**src/design/gpib_addr_regs.svh**
```systemverilog
// Register offsets, bit positions, reset values and command codes of the
// address status block. Assumes a host byte port and GPIB command bytes.
//
// What this block does
// - Status change flag sets when talker, listener, controller or major/minor bit changes.
// - Status change flag clears at hardware reset and right after status two is read.
// - Host-written poll status bits clear at power-on and on chip reset.
// - Polled talker sends its status byte once the controller stands by.
// - Pending bit sets when request-service is set, clears once idle with it dropped.
// - Request-service outside a serial poll enters service request and drives SRQ.
// - Request-service clears when the poll byte is read, at power-on and chip reset.
// - Controller bit reads one unless the controller is idle or addressed-idle.
// - Attention bit shows the ATN line level, zero while asserted.
// - Serial poll mode sets on poll enable as talker, clears on disable or resets.
// - Extended listen primary bit sets on primary listen address; resets clear it.
// - Extended talk primary bit sets on primary talk address.
// - Listener bit follows listen addressing or listen-only; resets clear it.
// - Being addressed to listen drops talker addressing; listen-only does not.
// - Talker bit follows talk addressing or talk-only; resets clear it.
// - Major/minor bit sets on minor address, clears on major address.
// - Major/minor bit reads zero outside the two dual addressing modes.
// - Talk-only makes a talker; clearing it alone keeps the talker state.
// - Listen-only makes a listener; clearing it alone keeps the listener state.
// - Address mode selects only-mode, dual, extended single or extended dual.
// - No status change flag while talk-only or listen-only is in effect.
`ifndef GPIB_ADDR_REGS_SVH
`define GPIB_ADDR_REGS_SVH

// ----------------------------------------------------------------------
// Register offsets on the host byte port
// ----------------------------------------------------------------------
`define ADDR_W 12
`define REG_SERIAL_POLL 12'h117
`define REG_ADDRESS 12'h119

// ----------------------------------------------------------------------
// Field positions and reset values
// ----------------------------------------------------------------------
`define SP_RSV_BIT 6
`define AM_TON_BIT 7
`define AM_LON_BIT 6
`define SP_RESET 8'h00
`define AM_RESET 8'h00

// ----------------------------------------------------------------------
// Multiline command codes and groups
// ----------------------------------------------------------------------
`define CMD_SPE 8'h18
`define CMD_SPD 8'h19
`define CMD_UNL 8'h3F
`define CMD_UNT 8'h5F
`define GRP_LISTEN 2'h1
`define GRP_TALK 2'h2
`define GRP_SECOND 2'h3
`define ADDR_NONE 5'h1F

`endif

```
**src/design/gpib_addr_pkg.sv**
```systemverilog
// Types shared by the address status block.
// Assumes nothing beyond a SystemVerilog compiler.
package gpib_addr_pkg;

   // Addressing modes selected by the two mode bits.
   typedef enum logic [1:0] {
      MODE_ONLY = 2'h0,
      MODE_DUAL = 2'h1,
      MODE_EXT_SINGLE = 2'h2,
      MODE_EXT_DUAL = 2'h3
   } addr_mode_t;

   // Service request states, one-hot.
   typedef enum logic [2:0] {
      SR_NEG = 3'h1,
      SR_REQ = 3'h2,
      SR_AFF = 3'h4
   } sr_state_t;

endpackage

```
**src/design/cmd_decode.sv**
```systemverilog
// Combinational decoder of one GPIB multiline command byte.
// Assumes the byte is stable while its strobe is high.
`timescale 1ns/1ns
`include "gpib_addr_regs.svh"
module cmd_decode
   import gpib_addr_pkg::*;
(
   input wire logic [7:0] cmd_byte,
   input wire logic [4:0] major_addr,
   input wire logic [4:0] minor_addr,
   output logic listen_grp,
   output logic talk_grp,
   output logic second_grp,
   output logic hit_major,
   output logic hit_minor,
   output logic is_spe,
   output logic is_spd,
   output logic is_unl,
   output logic is_unt
);

   // Address 31 is the unlisten or untalk code, never a device address.
   function automatic logic addr_hit(input logic [7:0] b, input logic [4:0] a);
      addr_hit = (b[4:0] == a) && (b[4:0] != `ADDR_NONE);
   endfunction

   // ----------------------------------------------------------------------
   // Group and address decode
   // ----------------------------------------------------------------------
   always_comb begin
      listen_grp = (cmd_byte[6:5] == `GRP_LISTEN);
      talk_grp = (cmd_byte[6:5] == `GRP_TALK);
      second_grp = (cmd_byte[6:5] == `GRP_SECOND);
      hit_major = addr_hit(cmd_byte, major_addr);
      hit_minor = addr_hit(cmd_byte, minor_addr);
      is_spe = ({1'b0, cmd_byte[6:0]} == `CMD_SPE);
      is_spd = ({1'b0, cmd_byte[6:0]} == `CMD_SPD);
      is_unl = ({1'b0, cmd_byte[6:0]} == `CMD_UNL);
      is_unt = ({1'b0, cmd_byte[6:0]} == `CMD_UNT);
   end

endmodule

```
**src/design/gpib_address_status.sv**
```systemverilog
// Address status, serial poll status and address mode logic of a GPIB
// talker/listener. Assumes all inputs synchronous to clk; command bytes
// arrive with a one-cycle strobe, and controller states come from outside.
`timescale 1ns/1ns
`include "gpib_addr_regs.svh"
module gpib_address_status
   import gpib_addr_pkg::*;
(
   input wire logic clk,
   input wire logic rst,
   input wire logic [`ADDR_W-1:0] reg_addr,
   input wire logic reg_rd,
   input wire logic reg_wr,
   input wire logic [7:0] reg_wdata,
   input wire logic stat_two_read,
   input wire logic chip_reset,
   input wire logic pon_cmd,
   input wire logic local_master_reset,
   input wire logic [4:0] address_slot_zero,
   input wire logic [4:0] address_slot_one,
   input wire logic atn_n,
   input wire logic ctrl_idle,
   input wire logic ctrl_addr_idle,
   input wire logic [7:0] cmd_byte,
   input wire logic cmd_valid,
   input wire logic sec_accept,
   input wire logic poll_taken,
   output logic [7:0] reg_rdata,
   output logic address_status_change_flag,
   output logic srq_out,
   output logic [7:0] poll_byte,
   output logic poll_valid,
   output logic talker_active_bit,
   output logic listener_active_bit,
   output logic [1:0] txrx_pin_mode
);

   // ----------------------------------------------------------------------
   // State
   // ----------------------------------------------------------------------
   logic [7:0] poll_bits_r;
   logic rsv_r;
   logic poll_wait_r;
   logic ton_r;
   logic lon_r;
   addr_mode_t mode_r;
   logic talk_r;
   logic lstn_r;
   logic minor_r;
   logic poll_mode_r;
   logic lprim_r;
   logic tprim_r;
   logic [3:0] stat_prev_r;
   logic sent_r;
   sr_state_t sr_r;
   sr_state_t sr_nxt;

   logic local_rst;
   logic cmd_in;
   logic wr_sp;
   logic wr_am;
   logic rd_stat;
   logic dual;
   logic cic;
   logic minor_vis;
   logic spas;
   logic only_mode;
   logic [3:0] stat;
   logic listen_grp, talk_grp, second_grp, hit_major, hit_minor;
   logic is_spe, is_spd, is_unl, is_unt;
   logic my_listen, my_talk, sec_ok;
   logic lstn_set, lstn_clr, talk_set, talk_clr;

   cmd_decode u_decode (
      .cmd_byte(cmd_byte),
      .major_addr(address_slot_zero),
      .minor_addr(address_slot_one),
      .listen_grp(listen_grp),
      .talk_grp(talk_grp),
      .second_grp(second_grp),
      .hit_major(hit_major),
      .hit_minor(hit_minor),
      .is_spe(is_spe),
      .is_spd(is_spd),
      .is_unl(is_unl),
      .is_unt(is_unt)
   );

   // ----------------------------------------------------------------------
   // Decode of strobes, mode and addressing events
   // ----------------------------------------------------------------------
   // Commands count only while ATN is asserted, i.e. atn_n low.
   always_comb begin
      local_rst = chip_reset | pon_cmd;
      cmd_in = cmd_valid & ~atn_n;
      wr_sp = reg_wr && (reg_addr == `REG_SERIAL_POLL);
      wr_am = reg_wr && (reg_addr == `REG_ADDRESS);
      rd_stat = reg_rd && (reg_addr == `REG_ADDRESS);
      dual = (mode_r == MODE_DUAL) || (mode_r == MODE_EXT_DUAL);
      only_mode = (mode_r == MODE_ONLY);
      cic = ~(ctrl_idle | ctrl_addr_idle);
      minor_vis = minor_r & dual;
      spas = talk_r & poll_mode_r;
      stat = {talk_r, lstn_r, cic, minor_vis};
      my_listen = listen_grp && (hit_major || (dual && hit_minor));
      my_talk = talk_grp && (hit_major || (dual && hit_minor));
      // Extended single checks the secondary itself; extended dual leaves it to software.
      sec_ok = second_grp && ((mode_r == MODE_EXT_SINGLE) ?
               (cmd_byte[4:0] == address_slot_one) : sec_accept);
   end

   // Listener and talker set and clear terms.
   always_comb begin
      lstn_set = 1'b0;
      talk_set = 1'b0;
      lstn_clr = 1'b0;
      talk_clr = 1'b0;
      if (cmd_in && !only_mode) begin
         if (mode_r == MODE_DUAL) begin
            lstn_set = my_listen;
            talk_set = my_talk;
         end else begin
            lstn_set = lprim_r & sec_ok;
            talk_set = tprim_r & sec_ok;
         end
         lstn_clr = is_unl;
         talk_clr = is_unt || (talk_grp && !my_talk);
      end
   end

   // ----------------------------------------------------------------------
   // Address mode register
   // ----------------------------------------------------------------------
   // Reserved and pin-control bits are not checked; the host keeps them right.
   always_ff @(posedge clk or posedge rst) begin
      if (rst) begin
         ton_r <= 1'b0;
         lon_r <= 1'b0;
         mode_r <= MODE_ONLY;
         txrx_pin_mode <= 2'h0;
      end else if (wr_am) begin
         ton_r <= reg_wdata[`AM_TON_BIT];
         lon_r <= reg_wdata[`AM_LON_BIT];
         txrx_pin_mode <= reg_wdata[5:4];
         mode_r <= addr_mode_t'(reg_wdata[1:0]);
      end
   end

   // ----------------------------------------------------------------------
   // Talker, listener and major/minor
   // ----------------------------------------------------------------------
   // Only-mode bits set the states but never clear them, so the state holds
   // until a reset command after the host drops the bit.
   always_ff @(posedge clk or posedge rst) begin
      if (rst) begin
         lstn_r <= 1'b0;
         talk_r <= 1'b0;
      end else if (local_rst) begin
         lstn_r <= 1'b0;
         talk_r <= 1'b0;
      end else begin
         if (lon_r || lstn_set) begin
            lstn_r <= 1'b1;
         end else if (lstn_clr) begin
            lstn_r <= 1'b0;
         end
         if (ton_r || (talk_set && !lstn_set)) begin
            talk_r <= 1'b1;
         end else if (talk_clr || lstn_set) begin
            talk_r <= 1'b0;
         end
      end
   end

   // Minor hits only when the major address does not match as well.
   always_ff @(posedge clk or posedge rst) begin
      if (rst) begin
         minor_r <= 1'b0;
      end else if (local_rst) begin
         minor_r <= 1'b0;
      end else if (cmd_in && dual && (listen_grp || talk_grp)) begin
         if (hit_major) begin
            minor_r <= 1'b0;
         end else if (hit_minor) begin
            minor_r <= 1'b1;
         end
      end
   end

   // ----------------------------------------------------------------------
   // Primary addressed states for extended modes
   // ----------------------------------------------------------------------
   // Any primary command other than our own address ends the primary state.
   always_ff @(posedge clk or posedge rst) begin
      if (rst) begin
         lprim_r <= 1'b0;
         tprim_r <= 1'b0;
      end else if (local_rst || local_master_reset) begin
         lprim_r <= 1'b0;
         tprim_r <= 1'b0;
      end else if (cmd_in && mode_r[1] && !second_grp) begin
         lprim_r <= my_listen;
         tprim_r <= my_talk;
      end
   end

   // ----------------------------------------------------------------------
   // Serial poll mode
   // ----------------------------------------------------------------------
   always_ff @(posedge clk or posedge rst) begin
      if (rst) begin
         poll_mode_r <= 1'b0;
      end else if (local_rst || local_master_reset) begin
         poll_mode_r <= 1'b0;
      end else if (cmd_in && is_spd) begin
         poll_mode_r <= 1'b0;
      end else if (cmd_in && is_spe && talk_r) begin
         poll_mode_r <= 1'b1;
      end
   end

   // ----------------------------------------------------------------------
   // Status change flag
   // ----------------------------------------------------------------------
   // A change in the same cycle as the read wins, so no event is lost.
   always_ff @(posedge clk or posedge rst) begin
      if (rst) begin
         stat_prev_r <= 4'h0;
         address_status_change_flag <= 1'b0;
      end else begin
         stat_prev_r <= stat;
         if ((stat != stat_prev_r) && !(ton_r || lon_r)) begin
            address_status_change_flag <= 1'b1;
         end else if (stat_two_read) begin
            address_status_change_flag <= 1'b0;
         end
      end
   end

   // ----------------------------------------------------------------------
   // Serial poll status byte and request service
   // ----------------------------------------------------------------------
   always_ff @(posedge clk or posedge rst) begin
      if (rst) begin
         poll_bits_r <= `SP_RESET;
      end else if (local_rst) begin
         poll_bits_r <= `SP_RESET;
      end else if (wr_sp) begin
         poll_bits_r <= reg_wdata;
      end
   end

   // Reading the poll byte in the affirmative state ends the request.
   always_ff @(posedge clk or posedge rst) begin
      if (rst) begin
         rsv_r <= 1'b0;
      end else if (local_rst) begin
         rsv_r <= 1'b0;
      end else if (wr_sp) begin
         rsv_r <= reg_wdata[`SP_RSV_BIT];
      end else if (poll_taken && poll_valid && (sr_r == SR_AFF)) begin
         rsv_r <= 1'b0;
      end
   end

   // Setting request-service wins over the clear of the same cycle.
   always_ff @(posedge clk or posedge rst) begin
      if (rst) begin
         poll_wait_r <= 1'b0;
      end else if (wr_sp && reg_wdata[`SP_RSV_BIT]) begin
         poll_wait_r <= 1'b1;
      end else if ((sr_r == SR_NEG) && !rsv_r) begin
         poll_wait_r <= 1'b0;
      end
   end

   always_comb begin
      case (sr_r)
         SR_NEG: sr_nxt = (rsv_r && !spas) ? SR_REQ : SR_NEG;
         SR_REQ: sr_nxt = spas ? SR_AFF : (rsv_r ? SR_REQ : SR_NEG);
         SR_AFF: sr_nxt = spas ? SR_AFF : SR_NEG;
         default: sr_nxt = SR_NEG;
      endcase
   end

   always_ff @(posedge clk or posedge rst) begin
      if (rst) begin
         sr_r <= SR_NEG;
         srq_out <= 1'b0;
      end else if (local_rst) begin
         sr_r <= SR_NEG;
         srq_out <= 1'b0;
      end else begin
         sr_r <= sr_nxt;
         srq_out <= (sr_nxt == SR_REQ);
      end
   end

   // Poll byte goes out once per standby period; ATN assertion re-arms it.
   always_ff @(posedge clk or posedge rst) begin
      if (rst) begin
         poll_valid <= 1'b0;
         poll_byte <= 8'h00;
         sent_r <= 1'b0;
      end else if (local_rst || !spas || !atn_n) begin
         poll_valid <= 1'b0;
         sent_r <= 1'b0;
      end else if (poll_valid && poll_taken) begin
         poll_valid <= 1'b0;
         sent_r <= 1'b1;
      end else if (!poll_valid && !sent_r) begin
         poll_valid <= 1'b1;
         poll_byte <= {poll_bits_r[7], (sr_r != SR_NEG), poll_bits_r[5:0]};
      end
   end

   // ----------------------------------------------------------------------
   // Register read port and mirrored outputs
   // ----------------------------------------------------------------------
   // Unmapped addresses read as zero.
   always_ff @(posedge clk or posedge rst) begin
      if (rst) begin
         reg_rdata <= 8'h00;
      end else if (rd_stat) begin
         reg_rdata <= {cic, atn_n, poll_mode_r, lprim_r, tprim_r, lstn_r, talk_r, minor_vis};
      end else if (reg_rd && (reg_addr == `REG_SERIAL_POLL)) begin
         reg_rdata <= {poll_bits_r[7], poll_wait_r, poll_bits_r[5:0]};
      end else if (reg_rd) begin
         reg_rdata <= 8'h00;
      end
   end

   always_ff @(posedge clk or posedge rst) begin
      if (rst) begin
         talker_active_bit <= 1'b0;
         listener_active_bit <= 1'b0;
      end else begin
         talker_active_bit <= talk_r;
         listener_active_bit <= lstn_r;
      end
   end
endmodule

```
**config.mk**
```make
export PLATFORM = sky130hd
export DESIGN_NAME = gpib_address_status
export DESIGN_NICKNAME = d
export VERILOG_FILES = /design/src/design/gpib_addr_pkg.sv /design/src/design/cmd_decode.sv /design/src/design/gpib_address_status.sv
export VERILOG_INCLUDE_DIRS = /design/src /design/src/design
export SDC_FILE = /design/constraint.sdc
export NUM_CORES = 1
export LEC_CHECK = 0
export BUFFER_PORTS_ARGS = -buffer_cell sky130_fd_sc_hd__buf_2
export CORE_ASPECT_RATIO = 0.5
export CORE_MARGIN = 3
export CORE_UTILIZATION = 30
export DETAILED_ROUTE_END_ITERATION = 6
export GPL_TIMING_DRIVEN = 1
export HOLD_SLACK_MARGIN = 0.05
export SYNTH_ARGS = -nofsm -noshare
export SYNTH_HDL_FRONTEND = slang
export SYNTH_SLANG_ARGS = --single-unit
```
**constraint.sdc**
```tcl
create_clock -name clk -period 2.2 [get_ports clk]
set_input_delay 0.33 -clock clk [delete_from_list [all_inputs] [get_ports clk]]
set_output_delay 0.33 -clock clk [all_outputs]
set_load 0.01 [all_outputs]
```
==> reports/qor.txt <==
R2R depth -> 3
cell taking the most area after synthesis -> dfrtp_1
CP Cell Sequence -> buf_2, or4b_1, or4_4, nor4b_4, buf_4, a22oi_1, a21oi_1
H-tree levels -> 2
Startpoint Class -> input port
synthesized area -> 2380 sq um
crit share post-route -> 0.932
YS warnings -> 0
worst vdd ir -> 324 uV
reg2reg start -> poll_mode_r
Layout Skew -> 0.00352 ns
Final Max Slew Viols -> 0
layout cells sized above 1 -> 0.346
# setup viols final -> 0
multi-input logic area -> 1120 sq um
Final Util -> 0.405
Longest Clk Path Bufs -> 2
largest net degree at the start of global routing -> 23
register area -> 1200 sq um
CP Class -> input port to flop
vias per inst -> 4.87
FF-to-FF End -> poll_byte[3]
Post-synth EDFFs -> 0
delay-heaviest family, CP -> simple AND/OR/NAND/NOR gates
Worst R2R Setup Slack -> 0.64 ns
Cells after Synth -> 231
slew margin rel. -> 0.691
root buffer cell -> clkbuf_16
fill cell count -> 748
library cells used by synthesis -> 45
placed inst area -> 2890 sq um
f_max -> 488 MHz
final antenna-violating net count -> 0
GRT Util Overall -> 0.139
most common cell after layout, fill and taps aside -> buf_2
worst-skew pair later-pin latency -> 0.28 ns
sequential-to-total area share from yosys stat -> 0.506
Port Buf Inserts -> 73
Initial DRT Pass Iterations -> 4
Die Ht -> 69.0 um
Routed WL per cell -> 14.8 um
Max FO, Critical Path -> 8
Slew @ Worst Pin -> 0.463 ns
total routed wirelength -> 6160 um
worst endpoint required time -> 2.41 ns
Finished Cell Area -> 3040 sq um
hold-fix buffers at CTS -> 0
initial antenna violation count -> 0
Initial Util -> 0.317
critical path arrival -> 2.26 ns
iteration-0 DRC count of the detailed router -> 147
Post-CTS Resized -> 0
Area Growth Syn to Fin -> 27.9%
most frequent cells in the layout -> buf_2, dfrtp_1, a21oi_1, nand2_1, nor2_1
Buf/Inv on CP -> 2
top cells by area, synth -> dfrtp_1, mux2_2, a21oi_1
CTS tree -> yes
die width -> 132 um
number of diodes -> 0
RSZ-0062 raised after global routing -> false
global placement routability congestion -> 0.865
syn_nets -> 286
worst hold path class -> input port to async pin
die area -> 9100 sq um
hpwl dp -> 4910 um
Period minus WS final -> 2.05 ns
Vias -> 2030
post-CTS setup repair buffer count -> 0
Leakage Power -> 1.42 nW
Seq cells post-synth -> 48
clock sink total -> 48
pwr/cell area -> 608 nW/um^2
crit path capture type -> flop
final hold vios -> 0
Synth async-reset ratio -> 1.00
Clk pin slew, worst setup/hold paths -> 0.06 ns
max_cap viols -> 0
Worst path slowest cell -> or4_4
Final nets -> 363
Row Count -> 22
Synth Area per Inst -> 10.3 sq um
core area -> 7510 sq um
global-route wire length before repair -> 9970 um
max incr delay on CP -> 0.52 ns
status -> complete, no violations
I/O pins -> 75
vias in the first global route -> 2022
Synth Flop Type -> dfrtp_1
total grt overflow -> 0
# DRC -> 0
top cell type's share of synthesized area -> 0.494
CTS Buf Count -> 5
layout make-up:
| class | instances | area share |
|---|---|---|
| timing repair buffer | 79 | 0.135 |
| clock inverter | 2 | 0.00494 |
| inverter | 5 | 0.00617 |
| tap | 108 | 0.0444 |
| sequential | 48 | 0.395 |
| multi-input combinational | 169 | 0.369 |
| clock buffer | 6 | 0.0457 |
sequential cells by signal, indices dropped and copies added, names as in the netlist:
register,count
poll_byte,8
reg_rdata,8
poll_bits_r,7
stat_prev_r,4
sr_r,3
mode_r,2
txrx_pin_mode,2
address_status_change_flag,1
lon_r,1
lprim_r,1
lstn_r,1
minor_r,1
poll_mode_r,1
poll_valid,1
poll_wait_r,1
rsv_r,1
sent_r,1
srq_out,1
talk_r,1
ton_r,1
tprim_r,1
cell families (layout without fill, tap and decap cells):
family,Yosys count,in the layout,synth area share
compound gates,53,53,0.141
xor+xnor,15,15,0.0552
fa+ha+maj,3,3,0.0158
buf+inv,14,92,0.0231
flops,48,48,0.506
mux,13,13,0.0615
simple gates,85,85,0.198
power by group:
part           switching (mW)  leakage, nW  internal [mW]  total, mW
Sequential            0.00724        0.652          0.897      0.904
Combinational           0.101        0.702         0.0741      0.175
Clock                   0.319       0.0691          0.452      0.770
Total                   0.426         1.42           1.42       1.85
worst reg2reg max path, stage by stage, from the launching register on:
cell	delay, ns
dfrtp_1	0.44
nand4_1	0.17
or3_1	0.51
mux2_2	0.34
cell usage after synthesis (all sizes together), types with 2 or more instances:
cell type and count:
nand4 5, nor2 16, ha 3, o21ai 4
nor2b 2, nor4b 2, a22oi 9, dfrtp 47
inv 5, and3 3, nor3 5, clkbuf 5
nand3 12, mux2 13, a211oi 3, xnor2 8
nand2 22, a21oi 26, o32ai 2, nor3b 4
nand3b 3, buf 4, or3 2, xor2 7
nand2b 2, o311ai 2
per-layer routing:
metal,global-route usage,wire [um],vias to the layer above
met1,0.182,2820,976
met3,0.0261,302,5
li1,-,-,997
met2,0.244,3000,52
met4,0.0340,40,0
met5,0,0,-
how the worst max path moves through the flow:
stage | slack [ns] | depth (start not counted) | start | end
after floorplan | -0.11 | 5 | reg_addr[7] | lon_r
after global placement | -0.12 | 7 | reg_addr[7] | rsv_r
after detailed placement | -0.15 | 7 | reg_addr[7] | reg_rdata[1]
after CTS | 0.14 | 7 | reg_addr[7] | reg_rdata[1]
after global routing | 0.008 | 7 | reg_addr[7] | reg_rdata[1]
final | 0.15 | 7 | reg_addr[7] | reg_rdata[1]
through the flow:
stage | hold slack, ns | power [mW] | setup WS (ns) | TNS [ns] | std cells
after floorplan | 0.352 | 1.00 | -0.113 | -0.859 | 231
after detailed placement | 0.371 | 1.10 | -0.151 | -2.06 | 409
final | 0.0530 | 1.85 | 0.150 | 0 | 417
after global placement | 0.360 | 1.09 | -0.120 | -1.77 | 409
after global routing | 0.0933 | 1.93 | 0.00756 | 0 | 417
after CTS | 0.0685 | 1.87 | 0.142 | 0 | 417
Note: power is estimated with default switching activity, not from simulation.
